## src/logic/ihp_pkg.sv

```systemverilog
// Constants shared by the indexed host port and its byte lane mapper.
// Assumes a 5-bit host address (A[4:0]) and 16-bit or 8-bit host data lanes.
package ihp_pkg;

   // Host address map of the port
   localparam logic [4:0] HOST_INDEX0 = 5'h00; // Index register of pair 0
   localparam logic [4:0] HOST_DATA0 = 5'h04; // Data register of pair 0
   localparam logic [4:0] HOST_INDEX1 = 5'h08;
   localparam logic [4:0] HOST_DATA1 = 5'h0c;
   localparam logic [4:0] HOST_INDEX2 = 5'h10;
   localparam logic [4:0] HOST_DATA2 = 5'h14;
   localparam logic [4:0] HOST_FIFO_BYPASS = 5'h18; // 18h-1Bh: TX write / RX read
   localparam logic [4:0] HOST_CONFIG = 5'h1c; // Endianness configuration

   // Counter slot that serves both FIFO access methods
   localparam logic [1:0] SLOT_FIFO = 2'h3;

   // Endianness configuration: one bit per pair, one for FIFO access
   localparam int CFG_FIFO_BIT = 3;
   localparam logic [3:0] CFG_RESET = 4'h0;

   // Internal register indexes with special read behaviour
   localparam logic [15:0] TX_STATUS_INDEX = 16'h0040; // Pops on read
   localparam logic [15:0] TX_STATUS_PEEK_INDEX = 16'h0044; // Never pops
   localparam logic [15:0] RX_STATUS_INDEX = 16'h0048;
   localparam logic [15:0] RX_STATUS_PEEK_INDEX = 16'h004c;
   localparam logic [15:0] POLL_INDEX = 16'h0064; // Readable piecewise at init

   // Host accesses per DWORD, less one
   localparam logic [1:0] LAST_OF_16 = 2'h1;
   localparam logic [1:0] LAST_OF_8 = 2'h3;

   // Kind of register a host address reaches
   typedef enum logic [1:0]
   {
      ACC_INDEX = 2'b00,
      ACC_DATA = 2'b01,
      ACC_FIFO = 2'b10,
      ACC_CONFIG = 2'b11
   } ihp_access_e;

endpackage

```

## src/logic/ihp_lane_map.sv

```systemverilog
// Byte lane mapper between a 32-bit little-endian word and the host lanes.
// Purely combinational; the caller picks the word, lane and endianness.
`timescale 1ns/10ps
`default_nettype none
module ihp_lane_map
   import ihp_pkg::*;
(
   input wire logic [31:0] word,
   input wire logic [15:0] wdata,
   input wire logic [1:0] lane,
   input wire logic bus8,
   input wire logic big,
   output logic [15:0] rd_lane,
   output logic [31:0] merged
);

   // Full byte reversal gives the mirrored big-endian view
   function automatic logic [31:0] swap32(input logic [31:0] w);
      swap32 = {w[7:0], w[15:8], w[23:16], w[31:24]};
   endfunction

   logic [31:0] view; // Word in host byte order
   logic [31:0] upd; // Host-order word with the new lane

   // Read selection and write merge share the same host view
   always_comb
   begin
      view = big ? swap32(word) : word;
      upd = view;
      if (bus8)
      begin
         rd_lane = {8'h00, view[8*lane +: 8]};
         upd[8*lane +: 8] = wdata[7:0];
      end
      else
      begin
         rd_lane = view[16*lane[1] +: 16];
         upd[16*lane[1] +: 16] = wdata;
      end
      merged = big ? swap32(upd) : upd;
   end

endmodule
`default_nettype wire

```

## src/logic/ihp_host_port.sv

```systemverilog
// Indexed host port: index/data pairs, FIFO bypass and direct select, endianness.
// Host pins are taken as synchronous to MCLK; straps are static levels.
`timescale 1ns/10ps
`default_nettype none
module ihp_host_port
   import ihp_pkg::*;
(
   input wire logic MCLK,
   input wire logic RSTN,
   input wire logic HOST_CS,
   input wire logic HOST_RD,
   input wire logic HOST_WR,
   input wire logic [4:0] HOST_ADDR,
   input wire logic FIFO_DIRECT_SELECT,
   input wire logic [15:0] DATA_IN,
   output logic [15:0] DATA_OUT,
   output logic DATA_OE_LO,
   output logic DATA_OE_HI,
   input wire logic BUS_8BIT_MODE,
   input wire logic STROBE_STYLE_STRAP,
   input wire logic SELECT_POLARITY_STRAP,
   input wire logic READ_LINE_POLARITY_STRAP,
   input wire logic WRITE_LINE_POLARITY_STRAP,
   output logic [3:0] CFG_ENDIAN,
   output logic [15:0] REG_RD_INDEX,
   input wire logic [31:0] REG_RDATA,
   output logic REG_RD,
   output logic [15:0] REG_WR_INDEX,
   output logic [31:0] REG_WDATA,
   output logic REG_WR,
   output logic TX_STATUS_POP,
   output logic RX_STATUS_POP,
   input wire logic [31:0] RX_FIFO_DATA,
   output logic RX_FIFO_POP,
   output logic [31:0] TX_FIFO_DATA,
   output logic TX_FIFO_PUSH
);

   // Kind of register an address reaches; direct select overrides the map
   function automatic ihp_access_e kind_of(input logic [4:0] a, input logic fsel);
      if (fsel)
         kind_of = ACC_FIFO;
      else if (a[4:3] == HOST_FIFO_BYPASS[4:3])
         kind_of = a[2] ? ACC_CONFIG : ACC_FIFO;
      else
         kind_of = a[2] ? ACC_DATA : ACC_INDEX;
   endfunction

   // Counter slot: one per pair, one shared by both FIFO methods
   function automatic logic [1:0] slot_of(input logic [4:0] a, input logic fsel);
      slot_of = fsel ? SLOT_FIFO : a[4:3];
   endfunction

   // Strobe decode under strap control
   logic cs_act; // Chip select at its active level
   logic rd_line; // Read line (or direction line) at its active level
   logic wr_line; // Write line (or enable) at its active level
   logic rd_act; // A read cycle is in progress
   logic wr_act; // A write cycle is in progress
   assign cs_act = (HOST_CS == SELECT_POLARITY_STRAP);
   assign rd_line = (HOST_RD == READ_LINE_POLARITY_STRAP);
   assign wr_line = (HOST_WR == WRITE_LINE_POLARITY_STRAP);
   // Style 1: direction line at active level means read, enable qualifies both
   assign rd_act = cs_act & (STROBE_STYLE_STRAP ? (wr_line & rd_line) : rd_line);
   assign wr_act = cs_act & (STROBE_STYLE_STRAP ? (wr_line & ~rd_line) : wr_line);

   // Held state
   logic rd_prev; // Read activity one clock ago
   logic wr_prev; // Write activity one clock ago
   logic [4:0] cap_addr; // Address caught at the leading edge
   logic cap_fsel; // Direct select caught at the leading edge
   logic [15:0] wr_hold; // Last data seen while the write strobe was active
   logic [15:0] idx [0:2]; // Index registers, lower word only
   logic [3:0] cfg; // Endianness bits: pairs 0..2, then FIFO
   logic [1:0] rd_cnt [0:3]; // Read byte/word counters per slot
   logic [1:0] wr_cnt [0:3]; // Write byte/word counters per slot
   logic [31:0] asm_word [0:3]; // DWORD assembly per slot
   logic [31:0] hold; // Read word held through a multi-part read
   logic [15:0] dout; // Registered read lane
   logic pend; // Refetch of the RX head after a burst pop

   // Edge and burst detection
   logic lead_rd;
   logic trail_rd;
   logic lead_wr;
   logic trail_wr;
   logic burst_step; // Address moved under a held direct-select read
   logic a2_tog;
   assign lead_rd = rd_act & ~rd_prev;
   assign trail_rd = ~rd_act & rd_prev;
   assign lead_wr = wr_act & ~wr_prev;
   assign trail_wr = ~wr_act & wr_prev;
   // Burst is recognised only with direct select, reads only
   assign burst_step = rd_act & rd_prev & cap_fsel & FIFO_DIRECT_SELECT
      & (HOST_ADDR != cap_addr);
   assign a2_tog = HOST_ADDR[2] ^ cap_addr[2];

   // Decode of the live address (leading edge, burst) and the caught one
   ihp_access_e cur_kind;
   ihp_access_e cap_kind;
   logic [1:0] cur_slot;
   logic [1:0] cap_slot;
   logic [15:0] cur_index;
   logic [15:0] cap_index;
   logic [1:0] last_cnt;
   logic cap_poll;
   assign cur_kind = kind_of(HOST_ADDR, FIFO_DIRECT_SELECT);
   assign cap_kind = kind_of(cap_addr, cap_fsel);
   assign cur_slot = slot_of(HOST_ADDR, FIFO_DIRECT_SELECT);
   assign cap_slot = slot_of(cap_addr, cap_fsel);
   assign cur_index = (cur_slot == SLOT_FIFO) ? 16'h0000 : idx[cur_slot];
   assign cap_index = (cap_slot == SLOT_FIFO) ? 16'h0000 : idx[cap_slot];
   assign last_cnt = BUS_8BIT_MODE ? LAST_OF_8 : LAST_OF_16;
   assign cap_poll = (cap_kind == ACC_DATA) & (cap_index == POLL_INDEX);

   // Internal read address follows the live address at the leading edge
   assign REG_RD_INDEX = lead_rd ? cur_index : cap_index;

   // Source word for a read; index upper word reads as zero
   logic [31:0] src_word;
   logic cur_poll;
   logic fresh; // First part of a DWORD or a single-part register
   logic [31:0] sel_word;
   logic rd_big;
   assign cur_poll = (cur_kind == ACC_DATA) & (cur_index == POLL_INDEX);
   assign src_word = (cur_kind == ACC_FIFO) ? RX_FIFO_DATA
      : (cur_kind == ACC_DATA) ? REG_RDATA
      : (cur_kind == ACC_INDEX) ? {16'h0000, cur_index}
      : {28'h0000000, cfg};
   // Pollable registers refetch on every read, so repeats stay current
   assign fresh = pend | cur_poll | (rd_cnt[cur_slot] == 2'h0) | (cur_kind == ACC_INDEX)
      | (cur_kind == ACC_CONFIG);
   assign sel_word = (fresh & ~burst_step) | pend ? src_word : hold;
   // FIFO methods follow the FIFO bit, pairs their own bit
   assign rd_big = (cur_kind == ACC_FIFO) ? cfg[CFG_FIFO_BIT]
      : (cur_kind == ACC_DATA) ? cfg[cur_slot] : 1'b0;

   logic [15:0] rd_lane;
   ihp_lane_map rd_map
   (
      .word(sel_word),
      .wdata(16'h0000),
      .lane(HOST_ADDR[1:0]),
      .bus8(BUS_8BIT_MODE),
      .big(rd_big),
      .rd_lane(rd_lane),
      .merged()
   );

   // Write merge uses the caught address and the last strobed data
   logic [31:0] wr_base;
   logic wr_big;
   logic [31:0] wr_merged;
   assign wr_base = (cap_kind == ACC_INDEX) ? {16'h0000, cap_index}
      : (cap_kind == ACC_CONFIG) ? {28'h0000000, cfg} : asm_word[cap_slot];
   assign wr_big = (cap_kind == ACC_FIFO) ? cfg[CFG_FIFO_BIT]
      : (cap_kind == ACC_DATA) ? cfg[cap_slot] : 1'b0;
   ihp_lane_map wr_map
   (
      .word(wr_base),
      .wdata(wr_hold),
      .lane(cap_addr[1:0]),
      .bus8(BUS_8BIT_MODE),
      .big(wr_big),
      .rd_lane(),
      .merged(wr_merged)
   );

   // Completion of reads and writes
   logic rd_evt; // One partial read has been consumed
   logic rd_counted;
   logic rd_last;
   logic wr_counted;
   logic wr_last;
   assign rd_evt = trail_rd | burst_step;
   assign rd_counted = ((cap_kind == ACC_DATA) & ~cap_poll) | (cap_kind == ACC_FIFO);
   // A DWORD boundary in a burst completes the word however many parts were read
   assign rd_last = (rd_cnt[cap_slot] == last_cnt) | (burst_step & a2_tog);
   assign wr_counted = (cap_kind == ACC_DATA) | (cap_kind == ACC_FIFO);
   assign wr_last = wr_counted & (wr_cnt[cap_slot] == last_cnt);

   // Next values of the one-cycle internal strobes
   logic next_reg_rd;
   logic next_rx_pop;
   logic next_tx_sts_pop;
   logic next_rx_sts_pop;
   logic next_reg_wr;
   logic next_tx_push;
   assign next_reg_rd = rd_evt & rd_counted & rd_last & (cap_kind == ACC_DATA);
   assign next_rx_pop = rd_evt & rd_last & (cap_kind == ACC_FIFO);
   // Peek indexes never match, so the status FIFO stays put
   assign next_tx_sts_pop = next_reg_rd & (cap_index == TX_STATUS_INDEX);
   assign next_rx_sts_pop = next_reg_rd & (cap_index == RX_STATUS_INDEX);
   assign next_reg_wr = trail_wr & wr_last & (cap_kind == ACC_DATA);
   assign next_tx_push = trail_wr & wr_last & (cap_kind == ACC_FIFO);

   // Strobe history and the address caught at each leading edge
   always_ff @(posedge MCLK or negedge RSTN)
   begin
      if (!RSTN)
      begin
         rd_prev <= 1'b0;
         wr_prev <= 1'b0;
         cap_addr <= 5'h00;
         cap_fsel <= 1'b0;
      end
      else
      begin
         rd_prev <= rd_act;
         wr_prev <= wr_act;
         // Burst steps move the caught address along with the host
         if (lead_rd | lead_wr | burst_step)
         begin
            cap_addr <= HOST_ADDR;
            cap_fsel <= FIFO_DIRECT_SELECT;
         end
      end
   end

   // Data is sampled every active cycle so the trailing edge needs no hold time
   always_ff @(posedge MCLK or negedge RSTN)
   begin
      if (!RSTN)
         wr_hold <= 16'h0000;
      else if (wr_act)
         wr_hold <= BUS_8BIT_MODE ? {8'h00, DATA_IN[7:0]} : DATA_IN;
   end

   // Index and configuration registers take the lower lane at the trailing edge
   always_ff @(posedge MCLK or negedge RSTN)
   begin
      if (!RSTN)
      begin
         idx[0] <= 16'h0000;
         idx[1] <= 16'h0000;
         idx[2] <= 16'h0000;
         cfg <= CFG_RESET;
      end
      else if (trail_wr & ~cap_addr[1])
      begin
         // Upper-word writes fall outside the stored bits and are dropped
         if (cap_kind == ACC_INDEX)
            idx[cap_slot] <= wr_merged[15:0];
         else if (cap_kind == ACC_CONFIG)
            cfg <= wr_merged[3:0];
      end
   end

   // Counters and DWORD assembly per slot
   always_ff @(posedge MCLK or negedge RSTN)
   begin
      if (!RSTN)
      begin
         for (int s = 0; s < 4; s++)
         begin
            rd_cnt[s] <= 2'h0;
            wr_cnt[s] <= 2'h0;
            asm_word[s] <= 32'h00000000;
         end
      end
      else
      begin
         if (rd_evt & rd_counted)
            rd_cnt[cap_slot] <= rd_last ? 2'h0 : rd_cnt[cap_slot] + 2'h1;
         if (trail_wr & wr_counted)
         begin
            wr_cnt[cap_slot] <= wr_last ? 2'h0 : wr_cnt[cap_slot] + 2'h1;
            asm_word[cap_slot] <= wr_merged;
         end
      end
   end

   // Read lane register: new lane on a leading edge, burst step or refetch
   always_ff @(posedge MCLK or negedge RSTN)
   begin
      if (!RSTN)
      begin
         hold <= 32'h00000000;
         dout <= 16'h0000;
         pend <= 1'b0;
      end
      else
      begin
         // The head moves on the edge that takes the pop, so refetch after it
         pend <= RX_FIFO_POP & rd_act;
         if (lead_rd | burst_step | pend)
         begin
            hold <= sel_word;
            dout <= rd_lane;
         end
      end
   end

   // Internal one-cycle strobes and write payloads
   always_ff @(posedge MCLK or negedge RSTN)
   begin
      if (!RSTN)
      begin
         REG_RD <= 1'b0;
         RX_FIFO_POP <= 1'b0;
         TX_STATUS_POP <= 1'b0;
         RX_STATUS_POP <= 1'b0;
         REG_WR <= 1'b0;
         TX_FIFO_PUSH <= 1'b0;
         REG_WR_INDEX <= 16'h0000;
         REG_WDATA <= 32'h00000000;
         TX_FIFO_DATA <= 32'h00000000;
      end
      else
      begin
         REG_RD <= next_reg_rd;
         RX_FIFO_POP <= next_rx_pop;
         TX_STATUS_POP <= next_tx_sts_pop;
         RX_STATUS_POP <= next_rx_sts_pop;
         REG_WR <= next_reg_wr;
         TX_FIFO_PUSH <= next_tx_push;
         if (next_reg_wr)
         begin
            REG_WR_INDEX <= cap_index;
            REG_WDATA <= wr_merged;
         end
         if (next_tx_push)
            TX_FIFO_DATA <= wr_merged;
      end
   end

   // Lanes are driven from the second cycle of a read on; upper lanes never in 8-bit mode
   assign DATA_OUT = BUS_8BIT_MODE ? {8'h00, dout[7:0]} : dout;
   assign DATA_OE_LO = rd_act & rd_prev;
   assign DATA_OE_HI = rd_act & rd_prev & ~BUS_8BIT_MODE;
   assign CFG_ENDIAN = cfg;

endmodule
`default_nettype wire

```

## config.mk

```make
export PLATFORM = sky130hd
export DESIGN_NAME = ihp_host_port
export DESIGN_NICKNAME = d
export VERILOG_FILES = /design/src/logic/ihp_pkg.sv /design/src/logic/ihp_lane_map.sv /design/src/logic/ihp_host_port.sv
export SDC_FILE = /design/constraint.sdc
export NUM_CORES = 1
export LEC_CHECK = 0
export ABC_AREA = 0
export ABC_CLOCK_PERIOD_IN_PS = 4500
export BUFFER_PORTS_ARGS = -buffer_cell sky130_fd_sc_hd__buf_2
export CAP_MARGIN = 0
export CORE_MARGIN = 3
export CORE_UTILIZATION = 35
export DETAILED_ROUTE_END_ITERATION = 6
export SLEW_MARGIN = 20
export SYNTH_ARGS = -nofsm -noshare
export SYNTH_HDL_FRONTEND = slang
export SYNTH_HIERARCHICAL = 1
export SYNTH_SLANG_ARGS = --single-unit
```

## constraint.sdc

```tcl
create_clock -name MCLK -period 4.5 [get_ports MCLK]
set_input_delay 1.125 -clock MCLK [delete_from_list [all_inputs] [get_ports MCLK]]
set_output_delay 1.125 -clock MCLK [all_outputs]
set_load 0.05 [all_outputs]
```

# Word level (Yosys, flattened, before mapping)

Cells that the tools add are included.

Flip-flop bits (word level): 355
Bits in latches: 0
Memory bits (writable): 0
ROM bits: 0
Input port bits: 96
Output and inout port bits: 124
Logic and storage cells: 201
Memories kept: 0

$add $sub $neg: 4
Multipliers: 0
Div/mod/pow operators: 0
$lt $le $gt $ge: 5
Equality and inequality tests: 20
Shift-type cells: 6
Mux-type cells: 69
Bitwise gates (word level): 58
Reductions and logical operators: 6

Operators with widths:

| cell                                                                      | count |
|---|---|
| 32-bit 2-to-1 mux                                                         | 12 |
| 16-bit 2-to-1 mux                                                         | 12 |
| 128-bit bitwise mux                                                       | 1 |
| 5-bit negator with 34-bit output                                          | 2 |
| 16-bit binary-select mux with 2-bit select                                | 2 |
| 32-bit binary-select mux with 2-bit select                                | 1 |
| 32-bit bitwise mux                                                        | 2 |
| 32-bit demux with 2-bit select                                            | 1 |
| 16-bit by 7-bit == test with 1-bit output (second input constant)         | 4 |
| 48-bit bitwise mux                                                        | 1 |
| 16-bit by 34-bit variable shift with 32-bit output (first input constant) | 1 |
| 8-bit by 34-bit variable shift with 32-bit output (first input constant)  | 1 |
| 16-bit by 34-bit indexed part select with 32-bit output                   | 1 |
| 8-bit by 34-bit indexed part select with 32-bit output                    | 1 |
| 1-bit AND                                                                 | 32 |
| 16-bit demux with 2-bit select                                            | 1 |
| 2-bit 2-to-1 mux                                                          | 16 |
| 32-bit by 6-bit indexed part select with 16-bit output                    | 1 |
| 32-bit by 6-bit indexed part select with 8-bit output                     | 1 |
| 8-bit bitwise mux                                                         | 2 |
| 2-bit == test (second input constant)                                     | 8 |
| 1-bit bitwise OR                                                          | 13 |
| 2-bit binary-select mux with 2-bit select                                 | 3 |
| 1-bit 2-to-1 mux                                                          | 12 |
| other kinds (17)                                                          | 37 |

# Longest topological paths before layout

Gate-level depths: netlist of run 1.

Word-level depth: 18
Depth in mapped cells: 18

# By module

The synthesis of run 1 kept the hierarchy.

Modules (own cells, without submodules):

| module        | times used | cells an instance | area each (µm²) | seq. area each (µm²) |
|---|---|---|---|---|
| ihp_host_port | 1          | 1554              | 17892.2         | 8883.5 |
| ihp_lane_map  | 2          | 288               | 2082.0          | 0.0 |

# Worst setup path after synthesis of run 1

Ideal clock, no wire load.

Path type: input to output
Start: input port HOST_ADDR[3]
End: output port REG_RD_INDEX[10]
Arrival: 3.498 ns
Setup slack: -0.123 ns
Stages: 7
Buffers on the path: 3
Cell sequence: buf_2 -> nor2b_1 -> clkbuf_1 -> clkbuf_1 -> o2bb2ai_1 -> nand2_1 -> o21ai_0

Longest elaborated chain between the ends: 7
Elaborated cells on any way between the ends: 8
Classes of those cells: eq/ne (1); mux (6); bitwise (1)

RTL lines:

| what                                                   | line                 | text |
|---|---|---|
| start, declared                                        | ihp_host_port.sv:13  | `input wire logic [4:0] HOST_ADDR,` |
| 2-bit 2-to-1 mux (*)                                   | ihp_host_port.sv:51  | `slot_of = fsel ? SLOT_FIFO : a[4:3];` |
| 2-bit inverter with 3-bit output (not written as such) | ihp_host_port.sv:111 | `assign cur_index = (cur_slot == SLOT_FIFO) ? 16'h0000 : idx[cur_slot];` |
| 16-bit binary-select mux with 2-bit select             | ihp_host_port.sv:111 |  |
| 16-bit 2-to-1 mux (not written as such) (2 in series)  | ihp_host_port.sv:111 |  |
| 16-bit 2-to-1 mux (*)                                  | ihp_host_port.sv:111 |  |
| 16-bit 2-to-1 mux (*)                                  | ihp_host_port.sv:117 | `assign REG_RD_INDEX = lead_rd ? cur_index : cap_index;` |
| end, declared                                          | ihp_host_port.sv:25  | `output logic [15:0] REG_RD_INDEX,` |

Every way passes the cells marked *; elsewhere a longest branch is shown, timed or not. The select of a mux whose other input is x is not followed.

# Final worst setup path of run 1

Start: register cap_addr[3]
End: output port REG_RD_INDEX[1]

Longest elaborated chain between the ends: 7
Elaborated cells on any way between the ends: 8
Classes of those cells: eq/ne (1); mux (6); bitwise (1)

RTL lines:

| what                                                   | line                 | text |
|---|---|---|
| start, declared                                        | ihp_host_port.sv:70  | `logic [4:0] cap_addr;` |
| start signal, assigned                                 | ihp_host_port.sv:204 | `cap_addr <= 5'h00;` |
| start signal, assigned                                 | ihp_host_port.sv:214 | `cap_addr <= HOST_ADDR;` |
| 2-bit 2-to-1 mux (*)                                   | ihp_host_port.sv:51  |  |
| 2-bit inverter with 3-bit output (not written as such) | ihp_host_port.sv:112 | `assign cap_index = (cap_slot == SLOT_FIFO) ? 16'h0000 : idx[cap_slot];` |
| 16-bit binary-select mux with 2-bit select             | ihp_host_port.sv:112 |  |
| 16-bit 2-to-1 mux (not written as such) (2 in series)  | ihp_host_port.sv:112 |  |
| 16-bit 2-to-1 mux (*)                                  | ihp_host_port.sv:112 |  |
| 16-bit 2-to-1 mux (*)                                  | ihp_host_port.sv:117 |  |

Marks and branches as above.

==> flow_metrics.py, run 1 <==
metrics = {
    "cts": {
        "hold_buffers": 0,
        "postCtsSetupBuffers": 0,
        "cts_sinks": 355,
        "worstSkewPairLatency_ns": 0.57,
        "cts_tree": "done",
        "path_clk_slew_ns": 0.06,
        "clock_path_buffers": 3,
        "htree_levels": 2,
        "clock-root-buffer": "clkbuf_16",
        "post_cts_resized": 0,
        "cts_buffers": 43,
    },
    "worst_setup_path": {
        "crit_family": "simple AND/OR/NAND/NOR gates",
        "r2r_cells": 13,
        "crit_chain": "and2b_1 > buf_4 > o2bb2ai_1 > and2_1 > nand2_1 > o21ai_0 > buf_2",
        "cp.required_ns": 3.38,
        "path_buf_inv": 2,
        "reg2reg_slack_ns": 0.30,
        "cpPeakStageDelay_ns": 0.56,
        "startpoint_type": "register",
        "path_max_fanout": 20,
        "reg2reg_from": "cap_fsel",
        "end_kind": "primary output",
        "critPathKind": "reg -> out",
        "reg2reg_to": "TX_FIFO_DATA[7]",
        "crit_slowest_cell": "dfrtp_2",
        "cp_data_arrival_time_ns": 3.08,
    },
    "timing": {
        "relSlewSlack_pct": 26.57,
        "final.min_clock_period_ns": 4.208,
        "setup_viol": 0,
        "fin_crit_sh_pct": 93.51,
        "timing.hold.ws_ns": 0.4800,
        "hold_viol": 0,
        "worst_pin_slew_ns": 1.102,
        "rsz0062_at_grt": "no",
        "drv_slew": 0,
        "maxClockFrequency_mhz": 237.6,
        "skew_ns": 0.01370,
    },
    "power": {
        "p_sw_w": 0.006069,
        "clkPwrFrac_pct": 24.6,
        "power_frac_comb_pct": 43.0,
        "ir_worst_vdd_uv": 278.0,
        "p_sw_share_pct": 40.14,
        "p_seq_share_pct": 32.4,
        "power.internal_w": 0.009049,
        "cellPowerDensity_nw_per_um2": 620.6,
        "p_leak_nw": 11.46,
    },
    "grt": {
        "grt_use_total_pct": 21.97,
        "grt_pass1_wl_um": 103900,
        "gr-total-overflow": 0,
        "antenna_found_initial": 0,
        "grt_pass1_vias": 16580,
        "grt_max_degree": 80,
    },
    "finish": {
        "area_growth_pct": 19.39,
        "nNetsFinal": 2214,
        "final_area_um2": 24360,
        "fin_cells": 2899,
        "antenna_cells": 0,
        "layout_common_cells": "354 x dfrtp_1, 332 x mux2_2, 216 x buf_2",
        "mostFrequentLayoutCell": "dfrtp_1",
        "drive_gt1_share_pct": 37.14,
    },
    "detailed_routing": {
        "wl_met2_um": 32740,
        "antenna_left": 0,
        "dr_wl_met3_um": 3848,
        "first_pass_iters": 7,
        "vias": 16660,
        "drc": 4,
        "drtIter0Drc": 1433,
        "wire_per_inst_um": 23.63,
        "wl_met1_um": 29950,
        "drt-total-wl_um": 68490,
        "topRoutingLayerUsed": "met4",
        "avgViaCountPerCell": 5.745,
    },
    "placement": {
        "placed_cells": 2820,
        "port_buffers": 219,
        "dp_hpwl_um": 48920,
        "place_congestion": 0.8721,
        "place_area_um2": 22830,
    },
    "die": {
        "core_area_um2": 57040,
        "ios": 220,
        "dieArea_um2": 61220,
        "fp.dieW_um": 247.4,
        "die_h_um": 247.4,
        "start_util_pct": 35.77,
        "rows": 87,
    },
    "synth": {
        "netlist_area_um2": 20400,
        "yosysWarnings": 6,
        "syn_nets": 1991,
        "syn-mean-instance-area_um2": 10.82,
        "synth_cells": 1886,
    },
    "flow_run": {
        "maxCapViolCount": 0,
    },
    "outcome": {
        "violations": "DRC",
        "status": "finished, violations left",
    },
    "min_path": {
        "hold_path_class": "in -> async",
    },
}
[power groups by stage]
| stage | Sequential (W) | Combinational [W] | Clock [W] |
|---|---|---|---|
| 4_1_cts | 0.00490 | 0.00648 | 0.00379 |
| 6_report | 0.00490 | 0.00650 | 0.00372 |
| 3_5_place_dp | 0.00495 | 0.00645 | 0 |
| 3_3_place_gp | 0.00491 | 0.00630 | 0 |
| 2_1_floorplan | 0.00499 | 0.00417 | 0 |
| 5_1_grt | 0.00501 | 0.00699 | 0.00391 |
[metrics by stage]
stage / total power (W) / utilization [%] / setup WS [ns] / TNS (ns)
after floorplan: 0.009157 / - / 0.07570 / 0
after global placement: 0.01120 / 40.03 / -0.08762 / -0.5088
after detailed placement: 0.01140 / 40.03 / -0.1347 / -1.185
after CTS: 0.01517 / 42.70 / 0.3374 / 0
after global routing: 0.01592 / 42.70 / 0.1783 / 0
final: 0.01512 / 42.70 / 0.2920 / 0
[worst max path at each step]
stage | endpoint | from | cells past startpoint | slack [ns]
finish | REG_RD_INDEX[1] | cap_addr[3] | 7 | 0.29
global route | idx[39] | cap_fsel | 13 | 0.18
CTS | REG_RD_INDEX[1] | cap_addr[3] | 7 | 0.34
detailed placement | dout[0] | HOST_ADDR[4] | 12 | -0.13
global placement | dout[2] | HOST_ADDR[4] | 12 | -0.09
floorplan | REG_RD_INDEX[0] | WRITE_LINE_POLARITY_STRAP | 5 | 0.08
[final cells by class]
| type | count | area [um2] |
|---|---|---|
| Fill cell | 5556 | 32680 |
| Multi-Input combinational cell | 1332 | 10690 |
| Tap cell | 756 | 945.9 |
| Sequential cell | 355 | 8885 |
| Timing Repair Buffer | 343 | 2192 |
| Clock buffer | 56 | 1226 |
| Inverter | 34 | 127.6 |
| Clock inverter | 23 | 295.3 |
[registers in the layout (all words and copies together), names as in the netlist, 4 cells and up]
signal / flops
wr_hold: 16
rd_cnt: 8
REG_WR_INDEX: 16
REG_WDATA: 32
idx: 48
cap_addr: 5
hold: 32
CFG_ENDIAN: 4
TX_FIFO_DATA: 32
dout: 16
asm_word: 128
wr_cnt: 8
[layer usage]
metal	vias to the layer above	track usage (%)
met5	-	0
met4	0	6.900
met3	121	3.220
met2	573	36.23
met1	8523	29.83
li1	7439	-
Note: power is estimated with default switching activity, not from simulation.
==> inputs of run 2 (changes only) <==
- RECOVER_POWER: default -> 50
==> flow_metrics.py, run 2 (synthesis gave the netlist of run 1 again) <==
metrics = {
    "cts": {
        "cts_buffers": 43,
        "worstSkewPairLatency_ns": 0.57,
        "post_cts_resized": 0,
        "htree_levels": 2,
        "clock-root-buffer": "clkbuf_16",
        "hold_buffers": 0,
        "postCtsSetupBuffers": 0,
        "path_clk_slew_ns": 0.06,
        "cts_sinks": 355,
        "cts_tree": "done",
        "clock_path_buffers": 3,
    },
    "timing": {
        "worst_pin_slew_ns": 3.549,
        "maxClockFrequency_mhz": 237.3,
        "drv_slew": 57,
        "setup_viol": 0,
        "skew_ns": 0.01730,
        "final.min_clock_period_ns": 4.214,
        "fin_crit_sh_pct": 93.65,
        "hold_viol": 0,
        "timing.hold.ws_ns": 0.4941,
        "relSlewSlack_pct": -136.6,
        "timing.final.ws_setup_ns": 0.2860,
        "rsz0062_at_grt": "no",
    },
    "power": {
        "ir_worst_vdd_uv": 277.3,
        "p_leak_nw": 11.25,
        "cellPowerDensity_nw_per_um2": 621.6,
    },
    "die": {
        "start_util_pct": 35.77,
        "core_area_um2": 57040,
        "die_h_um": 247.4,
        "dieArea_um2": 61220,
        "rows": 87,
        "ios": 220,
        "fp.dieW_um": 247.4,
    },
    "finish": {
        "utilization_pct": 42.58,
        "nNetsFinal": 2214,
        "regMostFlops": "asm_word",
        "area_growth_pct": 19.04,
        "mostFrequentLayoutCell": "dfrtp_1",
        "fill_cells": 5582,
        "reg_top3": "asm_word (128), idx (48)",
        "layout_common_cells": "354 x dfrtp_1, 332 x mux2_2, 175 x nand2_1",
        "antenna_cells": 0,
        "drive_gt1_share_pct": 35.00,
        "largest_register_ffs": 128,
    },
    "detailed_routing": {
        "drt-total-wl_um": 68530,
        "avgViaCountPerCell": 5.745,
        "first_pass_iters": 7,
        "vias": 16650,
        "antenna_left": 0,
        "drc": 0,
        "wire_per_inst_um": 23.64,
        "drtIter0Drc": 1403,
    },
    "grt": {
        "grt_pass1_vias": 16580,
        "antenna_found_initial": 0,
        "grt_pass1_wl_um": 103900,
        "grt_max_degree": 80,
        "gr-total-overflow": 0,
        "grt_use_total_pct": 21.97,
    },
    "outcome": {
        "status": "finished, violations left",
        "violations": "capacitance limit, slew limit",
    },
    "worst_setup_path": {
        "end_kind": "primary output",
        "critPathKind": "reg -> out",
        "cp_data_arrival_time_ns": 3.09,
        "startpoint_type": "register",
        "path_max_fanout": 20,
        "cp.required_ns": 3.38,
    },
    "placement": {
        "place_congestion": 0.8721,
        "dpl_worst_slack_ns": -0.1347,
        "port_buffers": 219,
        "dp_hpwl_um": 48920,
    },
    "min_path": {
        "hold_path_class": "reg -> reg",
    },
    "flow_run": {
        "maxCapViolCount": 1,
    },
}
run 2: changes by cell type in the layout (fill, tap and decap cells not counted), sizes merged:
cell / previous run / this run
buf: 343 / 297
clkbuf: 56 / 102
run 2: metal layers:
| metal | up-vias | global-route usage, % | wire length [um] |
|---|---|---|---|
| met3 | 133 | 3.220 | 3726 |
| li1 | 7435 | - | - |
| met4 | 0 | 6.900 | 2011 |
| met2 | 546 | 36.23 | 32770 |
| met5 | - | 0 | 0 |
| met1 | 8540 | 29.83 | 30020 |
run 2: stage by stage:
step	cell area, um2	setup TNS, ns	power [W]	cells
after floorplan	20400	0	0.009157	1886
after global placement	22830	-0.5088	0.01120	2820
after detailed placement	22830	-1.185	0.01140	2820
after CTS	24350	0	0.01517	2899
after global routing	24290	0	0.01591	2899
final	24290	0	0.01510	2899
run 2: worst paths after layout:
path / startpoint / to / slack (ns) / cells past startpoint
worst min-delay path: RX_FIFO_POP / pend / 0.49 / 1
worst max register to register: cap_fsel / TX_FIFO_DATA[7] / 0.29 / 13
worst min register to register: RX_FIFO_POP / pend / 0.49 / 1
worst max-delay path: cap_addr[3] / REG_RD_INDEX[1] / 0.29 / 7
min in group asynchronous: RSTN / TX_FIFO_PUSH / 1.75 / 1
max in group asynchronous: RSTN / REG_WDATA[15] / 0.69 / 2
run 2: final cells by class:
cell class | instances | area [um2] | area share, %
clock buffers | 56 | 1226 | 5.049
clock inverters | 23 | 295.3 | 1.216
inverters | 34 | 127.6 | 0.5255
multi-input cells | 1332 | 10690 | 44.00
flip-flops and latches | 355 | 8885 | 36.58
well taps | 756 | 945.9 | 3.895
repair buffers | 343 | 2120 | 8.727
run 2: critical path: stages (launching register included):
cell and delay [ns]:
dfrtp_2 0.56, and2b_1 0.37, buf_4 0.31, o2bb2ai_1 0.20, and2_1 0.43, nand2_1 0.17
o21ai_0 0.15, buf_2 0.31
run 2: power by group:
part / internal (W) / switching, W / leakage [nW]
clock: 0.00227 / 0.00144 / 0.749
sequential: 0.00416 / 0.000743 / 4.68
combinational: 0.00260 / 0.00388 / 5.83
total: 0.00903 / 0.00606 / 11.3
